`src/inc/event_pkg.sv`:
```
package event_pkg;
	// vector addresses, each two words long so a prefix plus absolute branch fits
	localparam logic [31:0] RESET_VECTOR     = 32'h0000_0000;
	localparam logic [31:0] USER_VECTOR      = 32'h0000_0008;
	localparam logic [31:0] INTERRUPT_VECTOR = 32'h0000_0010;
	localparam logic [31:0] BREAK_VECTOR     = 32'h0000_0018;
	localparam logic [31:0] HW_EXC_VECTOR    = 32'h0000_0020;
	localparam logic [31:0] VECTOR_SPAN      = 32'h0000_0008;
	// return address registers
	localparam logic [4:0] LINK_INTERRUPT = 5'h0E;
	localparam logic [4:0] LINK_USER      = 5'h0F;
	localparam logic [4:0] LINK_BREAK     = 5'h10;
	localparam logic [4:0] LINK_HW_EXC    = 5'h11;
	// status register bit positions (lsb numbering)
	localparam int BIT_INT_EN    = 1;
	localparam int BIT_BRK_BUSY  = 3;
	localparam int BIT_EXC_EN    = 8;
	localparam int BIT_EXC_BUSY  = 9;
	// reset values
	localparam logic [31:0] STATUS_RESET = 32'h0000_0000;
	localparam logic [31:0] ZERO_WORD    = 32'h0000_0000;
	// minimum reset hold
	localparam int RESET_HOLD_CYCLES = 16;
	// exception cause codes
	localparam logic [4:0] CAUSE_UNALIGNED = 5'h01;
	localparam logic [4:0] CAUSE_ILLEGAL   = 5'h02;
	localparam logic [4:0] CAUSE_IBUS      = 5'h03;
	localparam logic [4:0] CAUSE_DBUS      = 5'h04;
	localparam logic [4:0] CAUSE_DIV_ZERO  = 5'h05;
	localparam logic [4:0] CAUSE_FPU       = 5'h06;

	// exception report from the pipeline
	typedef struct packed {
		logic        unaligned;
		logic        illegal;
		logic        ibus;
		logic        dbus;
		logic        div_zero;
		logic [4:0]  fpu_flags;    // io, dz, of, uf, do
		logic [6:0]  detail;       // word, store, register
		logic [31:0] address;
		logic        in_delay_slot;
	} exc_report_t;

	// return instructions retiring in execute
	typedef struct packed {
		logic from_exception;
		logic from_break;
		logic from_interrupt;
	} return_op_t;

	typedef enum logic [2:0] {
		EV_NONE      = 3'b000,
		EV_RESET     = 3'b001,
		EV_HW_EXC    = 3'b010,
		EV_NM_BREAK  = 3'b011,
		EV_BREAK     = 3'b100,
		EV_INTERRUPT = 3'b101
	} event_t;

	// redirect command to the pipeline
	typedef struct packed {
		logic        valid;
		logic        flush_decode;
		logic        kill_execute;
		logic [31:0] target;
		logic        link_write;
		logic [4:0]  link_reg;
		logic [31:0] link_value;
	} redirect_t;
endpackage

```
`src/hw/cpu_event_vectoring_unit.sv`:
```
// What this block does
// - either reset clears status registers; only debug reset flushes, clears pc, fetches from zero
// - every vector spans two words for prefix plus absolute branch
// - configured internal errors trap as hardware exceptions
// - with float unit, the five float conditions also trap
// - hardware exception flushes, jumps to 0x20, saves decode pc in r17
// - execute instruction in the exception cycle is killed
// - exception clears enable, sets in-progress, loads causes; return reverts
// - exception in a delay slot is flagged non-recoverable
// - break lets execute finish and replaces decode with jump 0x18
// - break saves decode pc in r16 and sets break in progress
// - maskable break taken only while break in progress is zero
// - break in progress suppresses interrupts and exceptions
// - non-maskable break taken at the next boundary regardless of break in progress
// - return from break clears break in progress
// - one interrupt input, honoured only while interrupt enable is one
// - interrupt finishes execute, replaces decode with jump 0x10, saves r14
// - taking interrupt clears enable; return from interrupt sets it
// - interrupt ignored while break in progress is one
// - worst entry latency with divider bounded by 37 or 39 cycles
// - user exception is a software branch-and-link to 0x8, r15 advised
// - priority reset, exception, non-maskable break, break, interrupt
`timescale 1ns/10ps
module cpu_event_vectoring_unit
	import event_pkg::*;
#(
	parameter bit USE_HW_EXCEPTIONS = 1'b1,
	parameter bit USE_FPU           = 1'b1
) (
	// clock and resets
	input  wire logic        mclk_i,
	input  wire logic        reset_i,
	input  wire logic        debug_reset_i,
	// external event sources
	input  wire logic        maskable_break_input_i,
	input  wire logic        nonmaskable_break_input_i,
	input  wire logic        interrupt_i,
	// pipeline status
	input  wire logic        boundary_i,
	input  wire logic [31:0] decode_pc_i,
	input  wire exc_report_t exc_i,
	input  wire return_op_t  return_i,
	input  wire logic        status_write_i,
	input  wire logic [31:0] status_wdata_i,
	// pipeline control
	output redirect_t        redirect_o,
	output event_t           event_o,
	// architectural status
	output logic [31:0]      machine_status_register_o,
	output logic [31:0]      exception_status_register_o,
	output logic [31:0]      fault_address_register_o,
	output logic [31:0]      float_status_register_o,
	output logic             unrecoverable_o
);
	// the vector table layout only works with two-word slots
	if (VECTOR_SPAN != 32'h0000_0008) begin : g_span_check
		$error("vector span must be two words");
	end

	typedef struct packed {
		redirect_t   redirect;
		event_t      ev;
		logic [31:0] machine_status;
		logic [31:0] exc_status;
		logic [31:0] fault_addr;
		logic [31:0] float_status;
		logic        unrecoverable;
		logic        irq_s;
		logic        brk_s;
		logic        nmi_s;
		logic        nmi_pend;
	} state_t;

	state_t state_q;
	state_t state_d;

	// pick the cause code of a pipeline exception report
	function automatic logic [4:0] cause_of(input exc_report_t e, input bit fpu_on);
		logic [4:0] c;
		c = 5'h00;
		if (e.unaligned) c = CAUSE_UNALIGNED;
		else if (e.illegal) c = CAUSE_ILLEGAL;
		else if (e.ibus) c = CAUSE_IBUS;
		else if (e.dbus) c = CAUSE_DBUS;
		else if (e.div_zero) c = CAUSE_DIV_ZERO;
		else if (fpu_on && (e.fpu_flags != 5'h00)) c = CAUSE_FPU;
		return c;
	endfunction

	logic [4:0] cause;
	logic       exc_req;
	logic       any_reset;

	// decode the pipeline report; the configuration gates which errors trap
	always_comb begin
		cause = USE_HW_EXCEPTIONS ? cause_of(exc_i, USE_FPU) : 5'h00;
		exc_req = (cause != 5'h00) && !state_q.machine_status[BIT_BRK_BUSY];
		any_reset = reset_i | debug_reset_i;
	end

	// event arbitration and architectural side effects
	always_comb begin
		state_d = state_q;
		state_d.redirect = '0;
		state_d.ev = EV_NONE;
		// inputs are registered once; the core clock is their only clock
		state_d.irq_s = interrupt_i;
		state_d.brk_s = maskable_break_input_i;
		state_d.nmi_s = nonmaskable_break_input_i;
		// a non-maskable edge is latched so it waits for the next boundary
		if (nonmaskable_break_input_i && !state_q.nmi_s) begin
			state_d.nmi_pend = 1'b1;
		end
		// returns retire first so a new event in the same cycle still wins
		if (return_i.from_exception) begin
			state_d.machine_status[BIT_EXC_EN] = 1'b1;
			state_d.machine_status[BIT_EXC_BUSY] = 1'b0;
		end
		if (return_i.from_break) begin
			state_d.machine_status[BIT_BRK_BUSY] = 1'b0;
		end
		if (return_i.from_interrupt) begin
			state_d.machine_status[BIT_INT_EN] = 1'b1;
		end
		if (status_write_i) begin
			state_d.machine_status = status_wdata_i;
		end
		// exceptions are taken at once; external events wait for a boundary
		if (exc_req) begin
			state_d.ev = EV_HW_EXC;
			state_d.redirect.valid = 1'b1;
			state_d.redirect.flush_decode = 1'b1;
			state_d.redirect.kill_execute = 1'b1;
			state_d.redirect.target = HW_EXC_VECTOR;
			state_d.redirect.link_write = 1'b1;
			state_d.redirect.link_reg = LINK_HW_EXC;
			state_d.redirect.link_value = decode_pc_i;
			state_d.machine_status[BIT_EXC_EN] = 1'b0;
			state_d.machine_status[BIT_EXC_BUSY] = 1'b1;
			state_d.exc_status = {20'h0_0000, exc_i.detail, cause};
			state_d.fault_addr = exc_i.address;
			state_d.float_status = {27'h000_0000, exc_i.fpu_flags};
			// recovery is impossible when the faulting op sat in a delay slot
			state_d.unrecoverable = exc_i.in_delay_slot;
		end else if (boundary_i && (state_q.nmi_pend || state_q.nmi_s)) begin
			state_d.ev = EV_NM_BREAK;
			// a fresh edge in the taking cycle must not be lost: set wins over clear
			state_d.nmi_pend = nonmaskable_break_input_i && !state_q.nmi_s;
			state_d.redirect.valid = 1'b1;
			state_d.redirect.flush_decode = 1'b1;
			state_d.redirect.target = BREAK_VECTOR;
			state_d.redirect.link_write = 1'b1;
			state_d.redirect.link_reg = LINK_BREAK;
			state_d.redirect.link_value = decode_pc_i;
			state_d.machine_status[BIT_BRK_BUSY] = 1'b1;
		end else if (boundary_i && state_q.brk_s && !state_q.machine_status[BIT_BRK_BUSY]) begin
			state_d.ev = EV_BREAK;
			state_d.redirect.valid = 1'b1;
			state_d.redirect.flush_decode = 1'b1;
			state_d.redirect.target = BREAK_VECTOR;
			state_d.redirect.link_write = 1'b1;
			state_d.redirect.link_reg = LINK_BREAK;
			state_d.redirect.link_value = decode_pc_i;
			state_d.machine_status[BIT_BRK_BUSY] = 1'b1;
		end else if (boundary_i && state_q.irq_s && state_q.machine_status[BIT_INT_EN]
				&& !state_q.machine_status[BIT_BRK_BUSY]) begin
			state_d.ev = EV_INTERRUPT;
			state_d.redirect.valid = 1'b1;
			state_d.redirect.flush_decode = 1'b1;
			state_d.redirect.target = INTERRUPT_VECTOR;
			state_d.redirect.link_write = 1'b1;
			state_d.redirect.link_reg = LINK_INTERRUPT;
			state_d.redirect.link_value = decode_pc_i;
			state_d.machine_status[BIT_INT_EN] = 1'b0;
		end
		// reset outranks everything and restarts fetch at zero
		if (any_reset) begin
			state_d = '0;
			state_d.ev = EV_RESET;
			state_d.redirect.valid = 1'b1;
			state_d.redirect.flush_decode = 1'b1;
			state_d.redirect.kill_execute = 1'b1;
			state_d.redirect.target = RESET_VECTOR;
			state_d.machine_status = STATUS_RESET;
			state_d.exc_status = ZERO_WORD;
			state_d.fault_addr = ZERO_WORD;
		end
	end

	// single state register; it adds one decision cycle to the pipeline's entry latency
	always_ff @(posedge mclk_i or posedge reset_i) begin
		if (reset_i) begin
			state_q <= '0;
		end else begin
			state_q <= state_d;
		end
	end

	// outputs straight from the state register
	assign redirect_o = state_q.redirect;
	assign event_o = state_q.ev;
	assign machine_status_register_o = state_q.machine_status;
	assign exception_status_register_o = state_q.exc_status;
	assign fault_address_register_o = state_q.fault_addr;
	assign float_status_register_o = state_q.float_status;
	assign unrecoverable_o = state_q.unrecoverable;
endmodule

```
`config.mk`:
```
export PLATFORM = sky130hd
export DESIGN_NAME = cpu_event_vectoring_unit
export DESIGN_NICKNAME = d
export VERILOG_FILES = /design/src/inc/event_pkg.sv /design/src/hw/cpu_event_vectoring_unit.sv
export SDC_FILE = /design/constraint.sdc
export NUM_CORES = 1
export LEC_CHECK = 0
export BUFFER_PORTS_ARGS = -buffer_cell sky130_fd_sc_hd__buf_4
export CORE_ASPECT_RATIO = 1.1
export CORE_MARGIN = 4
export CORE_UTILIZATION = 42
export CTS_CLUSTER_DIAMETER = 80
export DETAILED_ROUTE_END_ITERATION = 8
export HOLD_SLACK_MARGIN = 0.12
export PLACE_DENSITY = 0.9
export SYNTH_ARGS = -nofsm -noshare
export SYNTH_HDL_FRONTEND = slang
export SYNTH_SLANG_ARGS = --single-unit
```
`constraint.sdc`:
```
create_clock -name mclk_i -period 3.3 [get_ports mclk_i]
set_input_delay 0.165 -clock mclk_i [delete_from_list [all_inputs] [get_ports mclk_i]]
set_output_delay 0.165 -clock mclk_i [all_outputs]
set_load 0.01 [all_outputs]
```
# [After elaboration in Yosys (flattened, before gate mapping)]
# Cells that the tools add are included.
[totals] regBits=209 mem_bits_ro=0 ramBits=0 wordCells=68 out_inout_bits=205 latch_bits=0 memories=0
[classes] n_reduce_logical=16 multipliers=0 shift=0 mux=32 n_bitwise=1 n_lt_le_gt_ge=0 div_mod_pow=0 eq_ne=0 n_addsub=0
[ops] operator="$mux W209" n=1
[ops] operator="$mux W46" n=3
[ops] operator="$mux W97" n=1
[ops] operator="$mux W47" n=1
[ops] operator="$mux W32" n=1
[ops] operator="$mux W3" n=5
[ops] operator="$mux W1" n=13
[ops] operator="$mux W2" n=6
[ops] operator="$reduce_bool A5 Y1" n=2
[ops] operator="$logic_and A1 B1 Y1" n=8
[ops] operator="$mux W5" n=1
[ops] operator="$reduce_bool A2 Y1" n=2
[ops] operator="$reduce_bool A4 Y1" n=1
[ops] operator="$logic_not A1 Y1" n=2
[ops] operator="$logic_or A1 B1 Y1" n=1
[ops] operator="$or A1 B1 Y1" n=1

# [Depth between registers and ports, before layout]
[logic_depth] depth_word=11 depth_mapped=6 depth_no_buf=4

# [Least setup slack after synthesis]
# No wires, ideal clock.
[synth_path] path_kind="flip-flop to flip-flop" startpoint="register state_q, in the netlist machine_status_register_o[3]" endpoint="register state_q, in the netlist redirect_o[10]" synth_period_minus_slack_ns=1.368 stages_incl_launch_ff=6 t_arrival_ns=1.302 setup_time_ns=0.066 slack_ns=1.932 path_buffers=1 path_cell_list="dfrtp_1 -> nand2b_1 -> o21a_1 -> a21oi_2 -> clkbuf_2 -> and2_1"
[synth_rtl] element="from (decl)" line_no="cpu_event_vectoring_unit.sv:74" source="state_t state_q;"
[synth_rtl] element="from (signal assigned)" line_no="cpu_event_vectoring_unit.sv:195" source="state_q <= state_d;"

==> flow_summary.yaml <==
logic_synthesis:
  yosys-top-cells-count: "buf_4 (205), dfrtp_1 (127), nand2_1 (82)"
  synth_ff_type: "dfrtp_1"
  ys_seq_area_share_pct: 49.3
  yosys.cell_types.count: 35
  async_reset_ff_share_pct: 100
  synth_top_cell_area_share_pct: 49.3
  synth_cells: 646
  syn-cell-area_um2: 6450
  synth_top_cell_by_area: "dfrtp_1"
  syn_avg_cell_area_um2: 9.98
  ys_ff_latch: 127
  synth_area_leaders: "dfrtp_1 (49%), buf_4 (24%), nand2_1 (4.8%)"
  synthMostInstantiatedCell: "buf_4"
  synth_edf_count: 0
  yosys_warnings: 0
worst_setup_path:
  crit_path_max_fanout: 54
  reg2reg_depth: 4
  critPathArrivalTime_ns: 2.62
  r2r-start: "machine_status_register_o[3]"
  reg2reg_to: "redirect_o[31]"
  ff2ff_setup_slack_ns: 1.08
  critPathRequiredTime_ns: 3.60
  crit_path_end_kind: "register"
  start_kind: "input port"
  critical_path_class: "in2reg"
sta:
  rsz0062_at_grt: "no"
  fmax_mhz: 431
  fin_tns_setup_ns: 0
  min_period_over_period_pct: 70.2
  layout_min_cycle_time_ns: 2.32
  tightest_slew_ns: 1.14
  slew_viol_final: 0
  clock_skew_ns: 0.00661
  worst_slack_ns: 0.982
  relSlewSlack_pct: 23.9
  hold_viol_final: 0
  setup_viol: 0
drt:
  routed_via_density: 4.37
  routedWlPerCell_um: 16.3
  drt_iter0_markers: 268
  final_antenna_net_count: 0
  routed_wirelength_um: 17800
  num_vias: 4784
  drc: 0
  firstDrtPassIters: 6
worst_hold_path:
  hold_path.class: "in2reg"
  whs_endpoint: "machine_status_register_o[1]"
  min_path_cells: 3
  hold_start: "return_i[0]"
placement:
  place_congestion: 0.750
  dp_cells: 945
  placed_area_um2: 7260
  dp_slack_ns: 1.15
  dp_hpwl_um: 11700
  portBuffers: 251
clock_tree:
  cts_inserted_buffers: 17
  cts.path.max_buffers: 2
  cts_setup_buffers: 0
  cts-resized-gates: 0
  cts_tree: "built"
  cts.sinks: 127
  clk_latency_ns: 0.40
  path_clk_slew_ns: 0.05
  h-tree-depth: 4
  cts-root-buf: "clkbuf_16"
  ctsHoldBuffers: 116
floorplanning:
  rows: 47
  design.die.area_um2: 17400
  die_w_um: 126
  coreArea_um2: 15100
  die_y_um: 138
  num_io_pins: 330
  start_util_pct: 42.8
grt:
  grt_antenna_before_repair: 0
  grt_max_degree: 80
  grt_pass1_vias: 4975
  grt-ovfl-total: 0
  grt_use_total_pct: 19.9
  grt_first_pass_wirelength_um: 26800
finish:
  fin_cells: 1094
  final_util_pct: 59.7
  area_growth_pct: 39.4
  nets: 1009
  fin_area_um2: 8990
  drive_above_1_share_pct: 35.3
power_and_ir_drop:
  peakVddDrop_uv: 365
  power_density_nw_per_um2: 446
  total_leakage_power_nw: 4.69
job:
  drv_cap: 0
outcome:
  outcome: "finished, final reports clean"
## cells by family (layout without fill, tap and decap cells)
kind of cell | count (synthesis) | after routing | synth area share (%)
and+or+nand+nor | 188 | 188 | 13.4
muxes | 28 | 28 | 4.35
DFF | 127 | 127 | 49.3
other | 1 | 79 | 0.0582
buffers and inverters | 235 | 409 | 26.3
AOI/OAI and AO/OA | 67 | 67 | 6.52
## report_power, final
group	switching, mW	total [mW]	leakage [nW]	internal, mW
clock network	0.664	1.77	0.278	1.11
registers	0.0308	1.65	1.71	1.62
logic	0.283	0.591	2.71	0.308
## sequential cells by signal (all words and copies together) (netlist names)
signal                       count
fault_address_register_o        32
exception_status_register_o     10
state_q                          4
unrecoverable_o                  1
event_o                          3
float_status_register_o          5
machine_status_register_o       32
redirect_o                      40
## worst max path at each step
stage	start	end	slack, ns	cells after the start
finish	exc_i[43]	event_o[2]	0.98	7
floorplan	reset_i	event_o[0]	1.57	1
CTS	exc_i[43]	event_o[2]	1.05	7
global route	exc_i[43]	event_o[2]	0.81	7
detailed placement	machine_status_register_o[3]	redirect_o[25]	1.15	4
global placement	machine_status_register_o[3]	redirect_o[26]	1.21	4
## final cells by class
cell class	instances	area [um^2]
inverter	4	18.8
antenna	1	2.50
timing repair buffer	373	3100
clock buffer	22	484
multi-input combinational	361	1870
clock inverter	10	86.3
sequential	127	3180
tap	196	245
fill	1189	6060
## cell usage in the layout, fill, tap and decap left out, types with 2 or more instances in the layout
cell type      count
o21ai_1            2
conb_1            78
and2_1            35
buf_4            256
a21oi_1           41
dfrtp_1          127
a21oi_2           11
mux2i_1           28
inv_1              3
clkinv_2           5
a31oi_1            3
dlygate4sd3_1    116
nand2_1           82
nand2b_1           4
clkbuf_16         17
nand3_1            6
clkbuf_8           4
nor2_1            42
clkinvlp_4         4
nand2_2           11
nor3_1             4
## per-stage QoR
step / power [mW] / hold WS [ns]
3_3_place_gp: 2.13 / 0.373
5_1_grt: 4.18 / 0.174
2_1_floorplan: 2.03 / 0.266
4_1_cts: 4.05 / 0.162
3_5_place_dp: 2.14 / 0.377
6_report: 4.01 / 0.172
## routing by layer
| metal | up-vias | part of all wire, % | track usage, % |
|---|---|---|---|
| met4 | 0 | 2.7 | 8.34 |
| met3 | 38 | 7.0 | 6.01 |
| met1 | 2275 | 36 | 21.8 |
| met5 | - | 0 | 0 |
| li1 | 2260 | - | - |
| met2 | 211 | 54 | 35.9 |
## worst max-delay path: stages
cell and delay, ns:
dlygate4sd3_1 0.56, buf_4 0.15, nor2_1 0.33, a41o_2 0.33, buf_4 0.56, nand2_2 0.21
nor4_1 0.31
No activity file was read; power rests on OpenSTA's default activity.
